### src/common/spl_pkg.sv
package spl_pkg;

	// =====================================================================
	// Data path widths and step
	// =====================================================================
	localparam int SPL_DW = 16;
	localparam int SPL_PC_W = 23;
	localparam int SPL_SRL_W = 8;
	localparam logic [15:0] SPL_WORD_STEP = 16'h0002;

	// =====================================================================
	// Stack bounds and reset values
	// =====================================================================
	localparam logic [15:0] SPL_SP_FLOOR = 16'h0800;
	localparam logic [15:0] SPL_SP_RESET = 16'h0800;
	localparam logic [1:0] SPL_STATUS_RESET = 2'h0;
	localparam logic [1:0] SPL_MASK_RESET = 2'h0;
	localparam logic [15:0] SPL_LIMIT_SIM = 16'h0000;

	// =====================================================================
	// Register map (byte addresses on the Avalon-MM slave)
	// =====================================================================
	localparam int SPL_AW = 4;
	localparam logic [3:0] SPL_OFF_SP = 4'h0;
	localparam logic [3:0] SPL_OFF_LIMIT = 4'h4;
	localparam logic [3:0] SPL_OFF_STATUS = 4'h8;
	localparam logic [3:0] SPL_OFF_MASK = 4'hc;

	// =====================================================================
	// Status and mask layout
	// =====================================================================
	localparam int SPL_EVT_W = 2;
	localparam int SPL_BIT_OVF = 0;
	localparam int SPL_BIT_UNF = 1;

	// =====================================================================
	// Types
	// =====================================================================
	typedef enum logic [1:0] {
		SPL_PK_DATA = 2'h0,
		SPL_PK_CALL = 2'h1,
		SPL_PK_EXC = 2'h2
	} spl_push_kind_t;

	typedef enum logic [1:0] {
		SPL_FS_IDLE = 2'b01,
		SPL_FS_PCHI = 2'b10
	} spl_fsm_t;

	// Stack words are always even addresses
	function automatic logic [15:0] spl_align(input logic [15:0] a);
		spl_align = {a[15:1], 1'b0};
	endfunction : spl_align

endpackage : spl_pkg

### src/common/spl_stk_if.sv
interface spl_stk_if;
	import spl_pkg::*;

	// Bound check
	logic [15:0] ea;
	logic [15:0] limit;
	logic ovf;
	logic unf;
	// Push word formatting
	spl_push_kind_t kind;
	logic hi_half;
	logic [15:0] data;
	logic [22:0] pc;
	logic [7:0] status_low_byte;
	logic [15:0] word;

	modport chk (input ea, input limit, output ovf, output unf);
	modport fmt (input kind, input hi_half, input data, input pc, input status_low_byte, output word);
	modport top (
		output ea, output limit, input ovf, input unf,
		output kind, output hi_half, output data, output pc, output status_low_byte, input word
	);

endinterface : spl_stk_if

### src/hdl/spl_stack_guard.sv
// Our own choices: the register addresses and the Avalon-MM register port.
module spl_stack_guard
	import spl_pkg::*;
(
	// Clock and reset
	input wire logic core_clk_i,
	input wire logic resetn_i,
	// Avalon-MM slave
	input wire logic [SPL_AW-1:0] avs_address_i,
	input wire logic avs_read_i,
	input wire logic avs_write_i,
	input wire logic [31:0] avs_writedata_i,
	input wire logic [3:0] avs_byteenable_i,
	output logic [31:0] avs_readdata_o,
	output logic avs_waitrequest_o,
	// Stack operations from the core
	input wire logic push_i,
	input wire logic pop_i,
	input wire logic [1:0] push_kind_i,
	input wire logic [15:0] push_data_i,
	input wire logic [22:0] pc_i,
	input wire logic [7:0] status_low_byte_i,
	// Other effective addresses formed with the stack pointer
	input wire logic sp_ea_valid_i,
	input wire logic [15:0] sp_ea_i,
	// Stack memory access
	output logic [15:0] stk_addr_o,
	output logic [15:0] stk_wdata_o,
	output logic stk_we_o,
	output logic stk_re_o,
	output logic busy_o,
	output logic [15:0] sp_o,
	// Exception logic
	output logic trap_req_o,
	input wire logic trap_ack_i,
	// Interrupt
	output logic irq_o
);

	// =====================================================================
	// State
	// =====================================================================
	typedef struct packed {
		spl_fsm_t fsm;
		spl_push_kind_t kind;
		logic [15:0] stack_pointer_reg;
		logic [15:0] stack_limit_reg;
		logic [SPL_EVT_W-1:0] status;
		logic [SPL_EVT_W-1:0] mask;
		logic trap;
		logic irq;
		logic [15:0] addr;
		logic [15:0] wdata;
		logic we;
		logic re;
		logic waitreq;
		logic [31:0] rdata;
	} spl_state_t;

	localparam spl_state_t SPL_ST_RESET = '{
		fsm: SPL_FS_IDLE,
		kind: SPL_PK_DATA,
		stack_pointer_reg: SPL_SP_RESET,
		stack_limit_reg: SPL_LIMIT_SIM,
		status: SPL_STATUS_RESET,
		mask: SPL_MASK_RESET,
		trap: 1'b0,
		irq: 1'b0,
		addr: 16'h0000,
		wdata: 16'h0000,
		we: 1'b0,
		re: 1'b0,
		waitreq: 1'b1,
		rdata: 32'h0000_0000
	};

	spl_state_t st;
	spl_state_t next_st;

	// =====================================================================
	// Helpers: bound checkers and push formatter
	// =====================================================================
	spl_stk_if op_if ();
	spl_stk_if ea_if ();

	logic start_push;
	logic start_pop;
	logic op_check;
	logic [15:0] pop_sp;

	always_comb begin
		start_push = (st.fsm == SPL_FS_IDLE) && push_i;
		start_pop = (st.fsm == SPL_FS_IDLE) && !push_i && pop_i;
		op_check = start_push || start_pop || (st.fsm == SPL_FS_PCHI);
		pop_sp = st.stack_pointer_reg - SPL_WORD_STEP;
	end

	always_comb begin
		op_if.ea = start_pop ? pop_sp : st.stack_pointer_reg;
		op_if.limit = st.stack_limit_reg;
		op_if.kind = (st.fsm == SPL_FS_PCHI) ? st.kind : spl_push_kind_t'(push_kind_i);
		op_if.hi_half = (st.fsm == SPL_FS_PCHI);
		op_if.data = push_data_i;
		op_if.pc = pc_i;
		op_if.status_low_byte = status_low_byte_i;
		ea_if.ea = sp_ea_i;
		ea_if.limit = st.stack_limit_reg;
		ea_if.kind = SPL_PK_DATA;
		ea_if.hi_half = 1'b0;
		ea_if.data = 16'h0000;
		ea_if.pc = 23'h000000;
		ea_if.status_low_byte = 8'h00;
	end

	spl_bound_chk u_op_chk (
		.chk(op_if.chk)
	);

	spl_bound_chk u_ea_chk (
		.chk(ea_if.chk)
	);

	spl_push_fmt u_fmt (
		.fmt(op_if.fmt)
	);

	// =====================================================================
	// Next state
	// =====================================================================
	logic bus_req;
	logic bus_commit;
	logic [15:0] wmask;
	logic [SPL_EVT_W-1:0] evt;
	logic [SPL_EVT_W-1:0] status_clr;

	always_comb begin
		next_st = st;
		next_st.we = 1'b0;
		next_st.re = 1'b0;
		bus_req = avs_read_i || avs_write_i;
		bus_commit = bus_req && !st.waitreq;
		wmask = {{8{avs_byteenable_i[1]}}, {8{avs_byteenable_i[0]}}};
		evt = '0;
		status_clr = '0;

		// Bus: one wait cycle, then commit at the edge seen with waitrequest low
		if (bus_req && st.waitreq) begin
			next_st.waitreq = 1'b0;
			next_st.rdata = 32'h0000_0000;
			unique case (avs_address_i)
				SPL_OFF_SP: next_st.rdata[15:0] = spl_align(st.stack_pointer_reg);
				SPL_OFF_LIMIT: next_st.rdata[15:0] = spl_align(st.stack_limit_reg);
				SPL_OFF_STATUS: next_st.rdata[SPL_EVT_W-1:0] = st.status;
				SPL_OFF_MASK: next_st.rdata[SPL_EVT_W-1:0] = st.mask;
				default: next_st.rdata = 32'h0000_0000;
			endcase
		end else if (bus_commit) begin
			next_st.waitreq = 1'b1;
			if (avs_write_i) begin
				unique case (avs_address_i)
					SPL_OFF_SP: begin
						next_st.stack_pointer_reg = spl_align((st.stack_pointer_reg & ~wmask)
							| (avs_writedata_i[15:0] & wmask));
					end
					SPL_OFF_LIMIT: begin
						next_st.stack_limit_reg = spl_align((st.stack_limit_reg & ~wmask)
							| (avs_writedata_i[15:0] & wmask));
					end
					SPL_OFF_MASK: begin
						if (avs_byteenable_i[0]) begin
							next_st.mask = avs_writedata_i[SPL_EVT_W-1:0];
						end
					end
					default: begin
					end
				endcase
			end else if (avs_address_i == SPL_OFF_STATUS) begin
				// Clear only the bits the read returned; a later event stays pending
				status_clr = st.rdata[SPL_EVT_W-1:0];
			end
		end

		// Stack operations
		unique case (st.fsm)
			SPL_FS_IDLE: begin
				if (start_push) begin
					next_st.addr = spl_align(st.stack_pointer_reg);
					next_st.wdata = op_if.word;
					next_st.we = 1'b1;
					next_st.stack_pointer_reg = spl_align(st.stack_pointer_reg + SPL_WORD_STEP);
					next_st.kind = spl_push_kind_t'(push_kind_i);
					if (spl_push_kind_t'(push_kind_i) != SPL_PK_DATA) begin
						next_st.fsm = SPL_FS_PCHI;
					end
				end else if (start_pop) begin
					next_st.stack_pointer_reg = spl_align(pop_sp);
					next_st.addr = spl_align(pop_sp);
					next_st.re = 1'b1;
				end
			end
			SPL_FS_PCHI: begin
				next_st.addr = spl_align(st.stack_pointer_reg);
				next_st.wdata = op_if.word;
				next_st.we = 1'b1;
				next_st.stack_pointer_reg = spl_align(st.stack_pointer_reg + SPL_WORD_STEP);
				next_st.fsm = SPL_FS_IDLE;
			end
		endcase

		// Bound errors: pushes check overflow, every stack access checks underflow
		if (op_check) begin
			evt[SPL_BIT_OVF] = op_if.ovf && !start_pop;
			evt[SPL_BIT_UNF] = op_if.unf;
		end
		if (sp_ea_valid_i) begin
			evt[SPL_BIT_OVF] = evt[SPL_BIT_OVF] | ea_if.ovf;
			evt[SPL_BIT_UNF] = evt[SPL_BIT_UNF] | ea_if.unf;
		end

		// Sticky status: a new event wins over a clearing read
		next_st.status = (st.status & ~status_clr) | evt;
		next_st.trap = (st.trap && !trap_ack_i) || (|evt);
		next_st.irq = |(next_st.status & next_st.mask);
	end

	// =====================================================================
	// Registers
	// =====================================================================
	always_ff @(posedge core_clk_i) begin
		if (!resetn_i) begin
			st <= SPL_ST_RESET;
			st.stack_limit_reg <= next_st.stack_limit_reg;
		end else begin
			st <= next_st;
		end
	end

	// =====================================================================
	// Outputs
	// =====================================================================
	always_comb begin
		avs_readdata_o = st.rdata;
		avs_waitrequest_o = st.waitreq;
		stk_addr_o = st.addr;
		stk_wdata_o = st.wdata;
		stk_we_o = st.we;
		stk_re_o = st.re;
		busy_o = (st.fsm == SPL_FS_PCHI);
		sp_o = st.stack_pointer_reg;
		trap_req_o = st.trap;
		irq_o = st.irq;
	end

endmodule : spl_stack_guard

### src/hdl/spl_bound_chk.sv
module spl_bound_chk
	import spl_pkg::*;
(
	// Address and limit in, errors out
	spl_stk_if.chk chk
);

	// =====================================================================
	// Compare
	// =====================================================================
	always_comb begin
		chk.ovf = spl_align(chk.ea) > spl_align(chk.limit);
		chk.unf = spl_align(chk.ea) < SPL_SP_FLOOR;
	end

endmodule : spl_bound_chk

### src/hdl/spl_push_fmt.sv
module spl_push_fmt
	import spl_pkg::*;
(
	// Push request in, stack word out
	spl_stk_if.fmt fmt
);

	// =====================================================================
	// Word select
	// =====================================================================
	always_comb begin
		fmt.word = fmt.data;
		if (fmt.kind != SPL_PK_DATA) begin
			if (!fmt.hi_half) begin
				fmt.word = fmt.pc[15:0];
			end else if (fmt.kind == SPL_PK_EXC) begin
				fmt.word = {fmt.status_low_byte, 1'b0, fmt.pc[22:16]};
			end else begin
				fmt.word = {8'h00, 1'b0, fmt.pc[22:16]};
			end
		end
	end

endmodule : spl_push_fmt

### config.mk
export PLATFORM = sky130hd
export DESIGN_NAME = spl_stack_guard
export DESIGN_NICKNAME = d
export VERILOG_FILES = /design/src/common/spl_pkg.sv /design/src/common/spl_stk_if.sv /design/src/hdl/spl_stack_guard.sv /design/src/hdl/spl_bound_chk.sv /design/src/hdl/spl_push_fmt.sv
export SDC_FILE = /design/constraint.sdc
export NUM_CORES = 1
export LEC_CHECK = 0
export ABC_AREA = 1
export BUFFER_PORTS_ARGS = -buffer_cell sky130_fd_sc_hd__buf_2
export CAP_MARGIN = 20
export CORE_MARGIN = 5
export CORE_UTILIZATION = 30
export CTS_BUF_LIST = sky130_fd_sc_hd__clkbuf_8
export CTS_CLUSTER_DIAMETER = 100
export DETAILED_ROUTE_END_ITERATION = 16
export PLACE_DENSITY = 0.51
export SKIP_LAST_GASP = 1
export SLEW_MARGIN = 20
export SYNTH_ARGS = -nofsm -noshare
export SYNTH_HDL_FRONTEND = slang
export SYNTH_SLANG_ARGS = --single-unit
### constraint.sdc
create_clock -name core_clk_i -period 4.7 [get_ports core_clk_i]
set_input_delay 0.94 -clock core_clk_i [delete_from_list [all_inputs] [get_ports core_clk_i]]
set_output_delay 0.94 -clock core_clk_i [all_outputs]
set_load 0.02 [all_outputs]
==> results.txt, run 1 <==
* Cell area after placement: 6780 sq um
- Worst Setup End Kind: flop
- Library cells used by synthesis: a little over 40
- The run finished with clean final reports.
- The number of clock buffers added by TritonCTS is 9.
- After the last flow step, the layout net total stands at about 1.1k.
- Static power due to leakage: around 3.5 nW
* Fraction of the yosys area taken by sequential cells: 0.309
- In the final layout, the share of cells above drive strength 1 is 0.209.
* Number of nets still failing antenna checks after routing: 0
- The critical path is of the input port to flop type.
- After floorplanning, the core was divided into 53 placement rows.
- After clock tree synthesis, the clock-pin slew on the worst setup and hold paths is approximately 0.090 ns.
* Count of routing violations after the opening detailed-route iteration: approximately 330
- Die outline width: around 160 um
- TritonCTS built the clock tree.
- Last weighted congestion value of the routability-driven placer: around 0.84
- Worst ir drop on vdd: 0.000101 V
- In the final routed layout, each cell accounts on average for 15.2 um.
- Once the clock tree was built, the setup fixing pass inserted 0 buffers.
* Critical path startpoint category: input port
- Post-route minimum period: about 3.1 ns
- Total via count after detailed routing: between 5k and 6k
- Remaining routing DRC violations: 0
* Post-synthesis instance total: 902
* Mean cell area of the mapped netlist: between 7 and 8 sq um
* Final HPWL DP: ~15000 um
* Worst endpoint data arrival time: 3.40 ns
* Vias in the first global route: ~5.5k
- Highest attainable clock frequency: ~320 MHz
- Largest net degree at the start of global routing: 62
* Total of endpoints with negative setup slack in the final report: 0
* Antenna diode instance count: 0
- Power spread over the standard cell area amounts to between 200 and 300 nW/um^2.
- Mapped cell area: about 6300 sq um
- Final cycle utilization of the critical path: 0.664
* Placeable core region: between 20000 and 25000 sq um
- The longest clock path from root to sink contains 2 buffers.
- For the worst setup path, the data required time is 4.98 ns.
- Setup repair after global routing left no endpoint under its margin.
* Cts-stage hold buffer count: 0
* Synth Register Bits: 90
- Post_cts resized: 0
- Buffer cell driving the clock tree root: sky130_fd_sc_hd__clkbuf_8
* Clock sink total: 90
* Global-route wire length before repair: 29900 um
- Worst min path class: flop to flop
- Max-capacitance violation count: 0
- Layout area overhead: 9.97%
- Max-slew violations: 0
* Worst slew slack as a fraction of its limit: 0.333
- Across every metal layer, demand over resource in global routing totals 0.155.
* Number of filler instances in the final layout: around 2.3k
- The count of final hold-check violations is 0.
- Drt pass-1 iters: 5
- For this configuration, the core starts out at a cell density of 0.303.
- Die height: 155 um
- Final design area excluding fillers: about 7000 sq um
* Number of warnings issued by yosys: 0
- between 150 and 200 I/O pins were placed.
- Number of antenna violations at the first check in global routing: 0
- Summed over all failing endpoints, the final setup total negative slack is 0 ns.
- Actual transition at the worst max-transition pin: 0.993 ns
- Port-buffer cells: roughly 160
- The die covers 24100 sq um.
* Sum of overflow across all layers after global routing: 0
- Clk_lat worst skew: approximately 0.38 ns
* Crit Path Max Fanout: 28
* Max H-tree Level: 3
- Via count normalized by instance count: between 4 and 5
- In this run the register-to-register setup slack is about 1.7 ns.
- The final layout contains routed wiring with a total length of around 19000 um.
- For the final database, setup skew stands at 0.0125 ns.
-- per-layer routing --
| metal | global-route usage | up-vias | share of wire |
|---|---|---|---|
| met5 | 0 | - | 0 |
| met4 | 0.0392 | 0 | 0.010 |
| met3 | 0.0487 | 13 | 0.089 |
| met2 | 0.234 | 174 | 0.43 |
| met1 | 0.215 | 2608 | 0.47 |
| li1 | - | 3067 | - |
-- cells in the mapped netlist, drive strengths merged --
library cell / n / area, sq um
nand3: 70 / 350
nor4: 2 / 12.5
a21o: 1 / 7.51
o22ai: 2 / 12.5
a22o: 2 / 17.5
o221ai: 15 / 131
nor2: 86 / 385
buf: 98 / 719
a21oi: 56 / 280
dfxtp: 75 / 1500
or2: 1 / 6.26
edfxtp: 15 / 450
o21bai: 1 / 7.51
nor3: 11 / 70.1
nand2: 170 / 648
o21ai: 102 / 518
ha: 32 / 400
o211ai: 23 / 173
nand4: 6 / 37.5
clkinv: 1 / 3.75
clkbuf: 23 / 86.3
a31oi: 5 / 31.3
mux2i: 1 / 10.0
inv: 89 / 339
xor2: 12 / 105
o31ai: 1 / 7.51
conb: 1 / 3.75
nor3b: 1 / 7.51
-- critical path, stage by stage --
cell,delay [ns]
sky130_fd_sc_hd__buf_2,0.14
sky130_fd_sc_hd__nor2_8,0.26
sky130_fd_sc_hd__inv_2,0.11
sky130_fd_sc_hd__nor2_8,0.35
sky130_fd_sc_hd__nand3_1,0.19
sky130_fd_sc_hd__nand2_1,0.13
sky130_fd_sc_hd__inv_1,0.05
sky130_fd_sc_hd__ha_1,0.28
sky130_fd_sc_hd__nand2_1,0.08
sky130_fd_sc_hd__nor2_1,0.14
sky130_fd_sc_hd__nand4_1,0.11
sky130_fd_sc_hd__nor2_1,0.09
sky130_fd_sc_hd__nor2_1,0.04
sky130_fd_sc_hd__nand2_1,0.12
sky130_fd_sc_hd__nand2_1,0.06
sky130_fd_sc_hd__nor2_1,0.08
sky130_fd_sc_hd__nand3_1,0.08
sky130_fd_sc_hd__nand2_1,0.07
sky130_fd_sc_hd__inv_1,0.04
-- cell type report --
cell class	instances	area (sq um)	share of cell area
clock buffer	10	138	0.0198
clock inverter	6	35.0	0.00504
inverter	90	343	0.0493
multi-input combinational	618	3290	0.473
sequential	90	1950	0.281
tap	275	344	0.0495
timing repair buffer	167	851	0.122
-- registers in the layout (all words and copies together) (netlist names) --
name               flops
avs_readdata_o        16
stk_wdata_o           16
ea_if.limit           15
sp_o                  15
stk_addr_o            15
st                     8
avs_waitrequest_o      1
irq_o                  1
stk_re_o               1
stk_we_o               1
trap_req_o             1
-- metrics by stage --
step,hold WS [ns],total power [mW],std cells,setup WS (ns),util
CTS,0.473,2.11,1256,1.57,0.333
global route,0.493,2.23,1256,1.22,0.333
global placement,0.448,1.60,1240,1.18,0.324
floorplan,0.444,1.46,919,1.97,-
detailed placement,0.457,1.60,1240,1.14,0.324
finish,0.472,2.09,1256,1.58,0.333
-- final timing paths --
kind | startpoint | cells after the start | end
max reg2reg | sp_o[1]$_SDFFE_PN0P_ | 20 | irq_o$_SDFF_PN0_
max | push_i | 19 | trap_req_o$_SDFF_PN0_
min | stk_wdata_o[11]$_SDFFE_PN0P_ | 2 | stk_wdata_o[11]$_SDFFE_PN0P_
min reg2reg | stk_wdata_o[11]$_SDFFE_PN0P_ | 2 | stk_wdata_o[11]$_SDFFE_PN0P_
-- report_power, final --
group	total, mW	internal, mW	leakage, nW	switching [mW]
sequential	0.906	0.846	0.752	0.0595
combinational	0.670	0.217	2.61	0.453
clock	0.510	0.204	0.0932	0.306
-- placed cells by master (no fill, tap or decap), types with 2 or more instances in the layout --
master / netlist / layout
sky130_fd_sc_hd__clkinv_2: 0 / 3
sky130_fd_sc_hd__nor3_2: 3 / 4
sky130_fd_sc_hd__nor2_4: 3 / 3
sky130_fd_sc_hd__a22o_1: 2 / 2
sky130_fd_sc_hd__nand3_1: 70 / 70
sky130_fd_sc_hd__nor4_1: 2 / 2
sky130_fd_sc_hd__nor2_8: 2 / 2
sky130_fd_sc_hd__o211ai_1: 23 / 23
sky130_fd_sc_hd__dfxtp_1: 75 / 75
sky130_fd_sc_hd__a21oi_1: 56 / 56
sky130_fd_sc_hd__nor2_2: 3 / 3
sky130_fd_sc_hd__nor2_1: 78 / 78
sky130_fd_sc_hd__xor2_1: 12 / 12
sky130_fd_sc_hd__o221ai_1: 15 / 15
sky130_fd_sc_hd__buf_4: 82 / 6
sky130_fd_sc_hd__edfxtp_1: 15 / 15
sky130_fd_sc_hd__inv_2: 5 / 5
sky130_fd_sc_hd__conb_1: 1 / 18
sky130_fd_sc_hd__clkbuf_8: 0 / 10
sky130_fd_sc_hd__inv_1: 82 / 83
sky130_fd_sc_hd__nand4_1: 6 / 6
sky130_fd_sc_hd__a31oi_1: 5 / 5
sky130_fd_sc_hd__nand2_1: 168 / 168
sky130_fd_sc_hd__buf_2: 11 / 161
sky130_fd_sc_hd__ha_1: 32 / 32
sky130_fd_sc_hd__o21ai_2: 2 / 2
sky130_fd_sc_hd__inv_4: 2 / 2
sky130_fd_sc_hd__nor3_1: 8 / 7
sky130_fd_sc_hd__o22ai_1: 2 / 2
sky130_fd_sc_hd__o21ai_0: 92 / 92
sky130_fd_sc_hd__o21ai_1: 8 / 8
-- cell families (layout without fill, tap and decap cells) --
logic type,count (synthesis),after routing,share of synthesized area
other cells,1,18,0.000593
fa+ha+maj,32,32,0.0633
flops,90,90,0.309
mux,1,1,0.00158
compound gates,208,208,0.188
simple gates,347,347,0.240
buf+inv,211,273,0.182
xor+xnor,12,12,0.0166
Power figures use the tool's default switching activity.
==> run 2, diff against run 1 <==
- ABC_AREA: 1 -> 0
- clock period: 4.7 -> 2.96 ns (I/O delays scaled with it)
==> run 2 against run 1 <==
The run now ends with setup timing left. Routed wire length increased by 2.2%. Via count down 1.6%. Global-route usage grew 0.67 points. Non-clock buffer count grew 56. Critical path depth shrank 7. Power is 70% higher. Cell area up 6.0%. First-iteration DRC count is 1.2% higher. Synthesized cell count fell by 14%. Sequential power increased by 55%. Largest power group unchanged.
==> results.txt, run 2 <==
- Outcome: complete, but fails checks
- Failing checks: setup timing
* Worst ir drop on vdd: ~0.00019 V
- Multi-input logic area: roughly 3500 sq um
* Fin worst setup slack: -0.210 ns
* Highest attainable clock frequency: approximately 320 MHz
- Clk_lat worst skew: between 0.3 and 0.4 ns
* Commonest cells in the netlist: 83 x sky130_fd_sc_hd__nand2_1, 80 x sky130_fd_sc_hd__buf_4, 75 x sky130_fd_sc_hd__dfxtp_1
- Number of warnings issued by yosys: 0
* Number of enable flip-flop cells after synthesis: 15
- In this design, the stage delay of the slowest critical-path cell is about 0.52 ns.
- Of the synthesized area, sequential elements account for 0.316.
* Most area-hungry cell type in the Yosys netlist: sky130_fd_sc_hd__dfxtp_1
- Endpoint of the most critical setup path: trap_req_o$_SDFF_PN0_
* Worst Setup Slack post-DPL: -0.240 ns
- Most instantiated flip-flop cell in the synthesis netlist: sky130_fd_sc_hd__dfxtp_1
- Worst R2R Start: sp_o[1]$_SDFFE_PN0P_
* Synth Register Bits: 90
- Number of antenna violations at the first check in global routing: 1
* Die outline width: about 150 um
- Buffer cell driving the clock tree root: sky130_fd_sc_hd__clkbuf_8
* Critical path startpoint category: flop
- Worst slew slack as a fraction of its limit: 0.583
* Number of clock buffers inserted by TritonCTS: 9
* Total Die Area: 23600 sq um
- Final cycle utilization of the critical path: 1.07
- After synthesis, the cell types taking the most area are sky130_fd_sc_hd__dfxtp_1 24%, sky130_fd_sc_hd__buf_4 9.7%, sky130_fd_sc_hd__edfxtp_1 7.3%.
- CP max-delay cell: sky130_fd_sc_hd__or4b_4
- Max H-tree Level: 3
- Initial cell density of the core: 0.305
- Setup violations remaining at the end of the flow were counted as 3.
* Final Hold Violating Endpoints: 0
- Leading cell type in the layout, fill and taps excluded: sky130_fd_sc_hd__buf_2
- RSZ-0062 raised after global routing: yes
* Area occupied by registers: around 2000 sq um
- Post-layout net count: ~1.0k
* Global-route total usage across every layer: 0.161
- R2r setup slk: -0.21 ns
- Count of standard-cell rows: 52
- Number of buffer and inverter stages on the critical path: 1
- Register-to-Register Path Depth: 12
- Once detailed placement completed, the half-perimeter wirelength came to 15200 um.
- Worst setup path category: flop to flop
- Die height: between 150 and 200 um
- Worst endpoint data arrival time: around 3.4 ns
- For the pin with the worst max-slew slack, the measured transition is between 0.6 and 0.7 ns.
- The worst register-to-register path ends at trap_req_o$_SDFF_PN0_.
* Worst Setup End Kind: flop
- Max-slew violations: 0
* Count of routing violations after the opening detailed-route iteration: 335
- Worst-path cell chain: inv_2 > ha_4 > or4b_4 > or4b_4 > nor4_4 > xor2_1 > ha_1 > nand4_1 > nor3_2 > nand3_1 > a32oi_4 > a31oi_1
* Routed wire per std cell: ~17 um
- Largest net degree at the start of global routing: 33
- Compared with the post-synthesis result, the final layout area differs by 19.3%.
* Number of gates on the worst path with buffers counted: 12
* Post-route minimum period: about 3.2 ns
- The library cells used most frequently in the layout, excluding fill and tap cells, are 161 x sky130_fd_sc_hd__buf_2, 83 x sky130_fd_sc_hd__nand2_1, 73 x sky130_fd_sc_hd__dfxtp_1.
* Fraction of registers with async set or reset after synthesis: 0
- Summing every instance area after synthesis gives a little over 6000 sq um.
* Library cells used by synthesis: between 60 and 70
- Of the post-synthesis cell area, the dominant cell type holds 0.243.
- Via count normalized by instance count: between 4 and 5
- Summed over all layers, the routed wires come to 19400 um.
- Global-route wire length before repair: slightly above 30000 um
- Worst endpoint required time: 3.23 ns
* CTS tree: built
* Most used cell along the critical path: sky130_fd_sc_hd__or4b_4
- In the synthesized netlist, the number of instances is about 770.
- Among cell families on the critical path, the largest total delay comes from simple AND/OR/NAND/NOR gates.
* Port-buffer cells: ~160
- Sum of overflow across all layers after global routing: 0
- Number of nets still failing antenna checks after routing: 0
- Counting instances, the worst hold path has a depth of 1.
- Dividing total power by cell area gives a power density of roughly 480 nW/um^2.
- Clock skew on the completed layout was measured at approximately 0.014 ns.
* Longest Clk Path Bufs: 2
- For the final routed database, the setup TNS stands at -0.577 ns.
- Vias in the first global route: between 5k and 6k
* Fraction of layout instances using a drive strength above 1: 0.299
- After clock tree synthesis, the flow added hold-fix buffers numbering 0.
* Remaining routing DRC violations: 0
- Clock Pin Slew Worst Setup and Hold Paths: roughly 0.1 ns
- In this run the worst hold path is classified as input port to flop.
- Static power due to leakage: ~3.3 nW
- A synthesized cell averages around 8 sq um.
* Drt pass-1 iters: 7
- 0 antenna diodes ended up in the layout.
- Placeable core region: approximately 20000 sq um
* Clock sink total: 90
* Worst setup startpoint: sp_o[1]$_SDFFE_PN0P_
- Fill cells in the final layout number 2180.
- Max-capacitance violation count: 0
* Last weighted congestion value of the routability-driven placer: a little over 0.8
* Top-Level Pins: 199
- In the post-synthesis netlist, the cell with the most instances is sky130_fd_sc_hd__nand2_1.
- The routed layout has ~5.8k vias.
- In this run the worst path has a maximum fanout of 3.
-- run 2: cell types whose count changed after synthesis, moves of 21 or more --
cell,delta
sky130_fd_sc_hd__a21oi_1,-21
sky130_fd_sc_hd__clkbuf_1,+27
sky130_fd_sc_hd__inv_1,-60
sky130_fd_sc_hd__nand2_1,-85
sky130_fd_sc_hd__nand3_1,-47
sky130_fd_sc_hd__nor2_1,-22
sky130_fd_sc_hd__nor3_1,+22
sky130_fd_sc_hd__o211ai_1,-21
sky130_fd_sc_hd__o21ai_0,-34
-- run 2: report_power, final --
part	switching, mW	internal (mW)	total [mW]
Clock	0.501	0.398	0.898
Combinational	0.744	0.509	1.25
Sequential	0.0557	1.34	1.40
Total	1.30	2.25	3.55
-- run 2: worst min-delay path by stage --
| stage | end | startpoint |
|---|---|---|
| 6_report | ea_if.limit[2]$_DFFE_PP_ | avs_writedata_i[2] |
| 3_5_place_dp | stk_wdata_o[15]$_SDFFE_PN0P_ | stk_wdata_o[15]$_SDFFE_PN0P_ |
| 3_3_place_gp | stk_wdata_o[3]$_SDFFE_PN0P_ | stk_wdata_o[3]$_SDFFE_PN0P_ |
| 2_1_floorplan | stk_wdata_o[0]$_SDFFE_PN0P_ | stk_wdata_o[0]$_SDFFE_PN0P_ |
| 4_1_cts | ea_if.limit[2]$_DFFE_PP_ | avs_writedata_i[2] |
| 5_1_grt | ea_if.limit[2]$_DFFE_PP_ | avs_writedata_i[2] |
-- run 2: metrics by stage --
stage,cells,hold WS (ns),area [sq um],util,power (mW)
2_1_floorplan,790,0.426,6380,-,2.34
3_3_place_gp,1147,0.430,7130,0.352,2.67
3_5_place_dp,1147,0.436,7130,0.352,2.68
4_1_cts,1164,0.377,7340,0.363,3.59
5_1_grt,1164,0.365,7370,0.364,3.77
6_report,1164,0.394,7370,0.364,3.55
-- run 2: cell type report --
| class | count | share of cell area |
|---|---|---|
| Clock buffer | 9 | 0.0168 |
| Clock inverter | 7 | 0.0105 |
| Inverter | 24 | 0.0122 |
| Multi-Input combinational cell | 541 | 0.476 |
| Sequential cell | 90 | 0.265 |
| Tap cell | 270 | 0.0458 |
| Timing Repair Buffer | 223 | 0.173 |
-- run 2: worst reg2reg max path, delay by kind of cell (launching register included) --
| family | cells | cell delay (ns) |
|---|---|---|
| XOR/XNOR | 1 | 0.12 |
| AND/OR/NAND/NOR | 6 | 1.63 |
| buffers and inverters | 1 | 0.07 |
| AO/OA/AOI/OAI | 2 | 0.46 |
| adder cells (fa/ha/maj) | 2 | 0.43 |
| flip-flops | 1 | 0.33 |
-- run 2: cell families (layout without fill, tap and decap cells) --
kind of cell               after synthesis  in the layout  share of synthesized area
other                                    1             18                   0.000607
muxes                                   12             12                     0.0215
AOI/OAI and AO/OA                      187            187                      0.199
xor gates and xnor gates                30             30                     0.0426
adders and majority gates               32             32                     0.0648
and+or+nand+nor                        262            262                      0.210
buffers and inverters                  159            263                      0.145
DFF                                     90             90                      0.316
-- run 2: per-layer routing --
metal | vias up | track usage | share of wire
met5 | - | 0 | 0.00036
met4 | 2 | 0.0248 | 0.0083
met3 | 13 | 0.0455 | 0.064
met2 | 176 | 0.278 | 0.48
met1 | 2662 | 0.206 | 0.44
li1 | 2916 | - | -
-- run 2: what timing repair did --
item	CTS	global route
resized for setup	1	5
gates cloned	0	0
pin swaps	3	5
buffers inserted	1	0
setup endpoints to repair	3	3
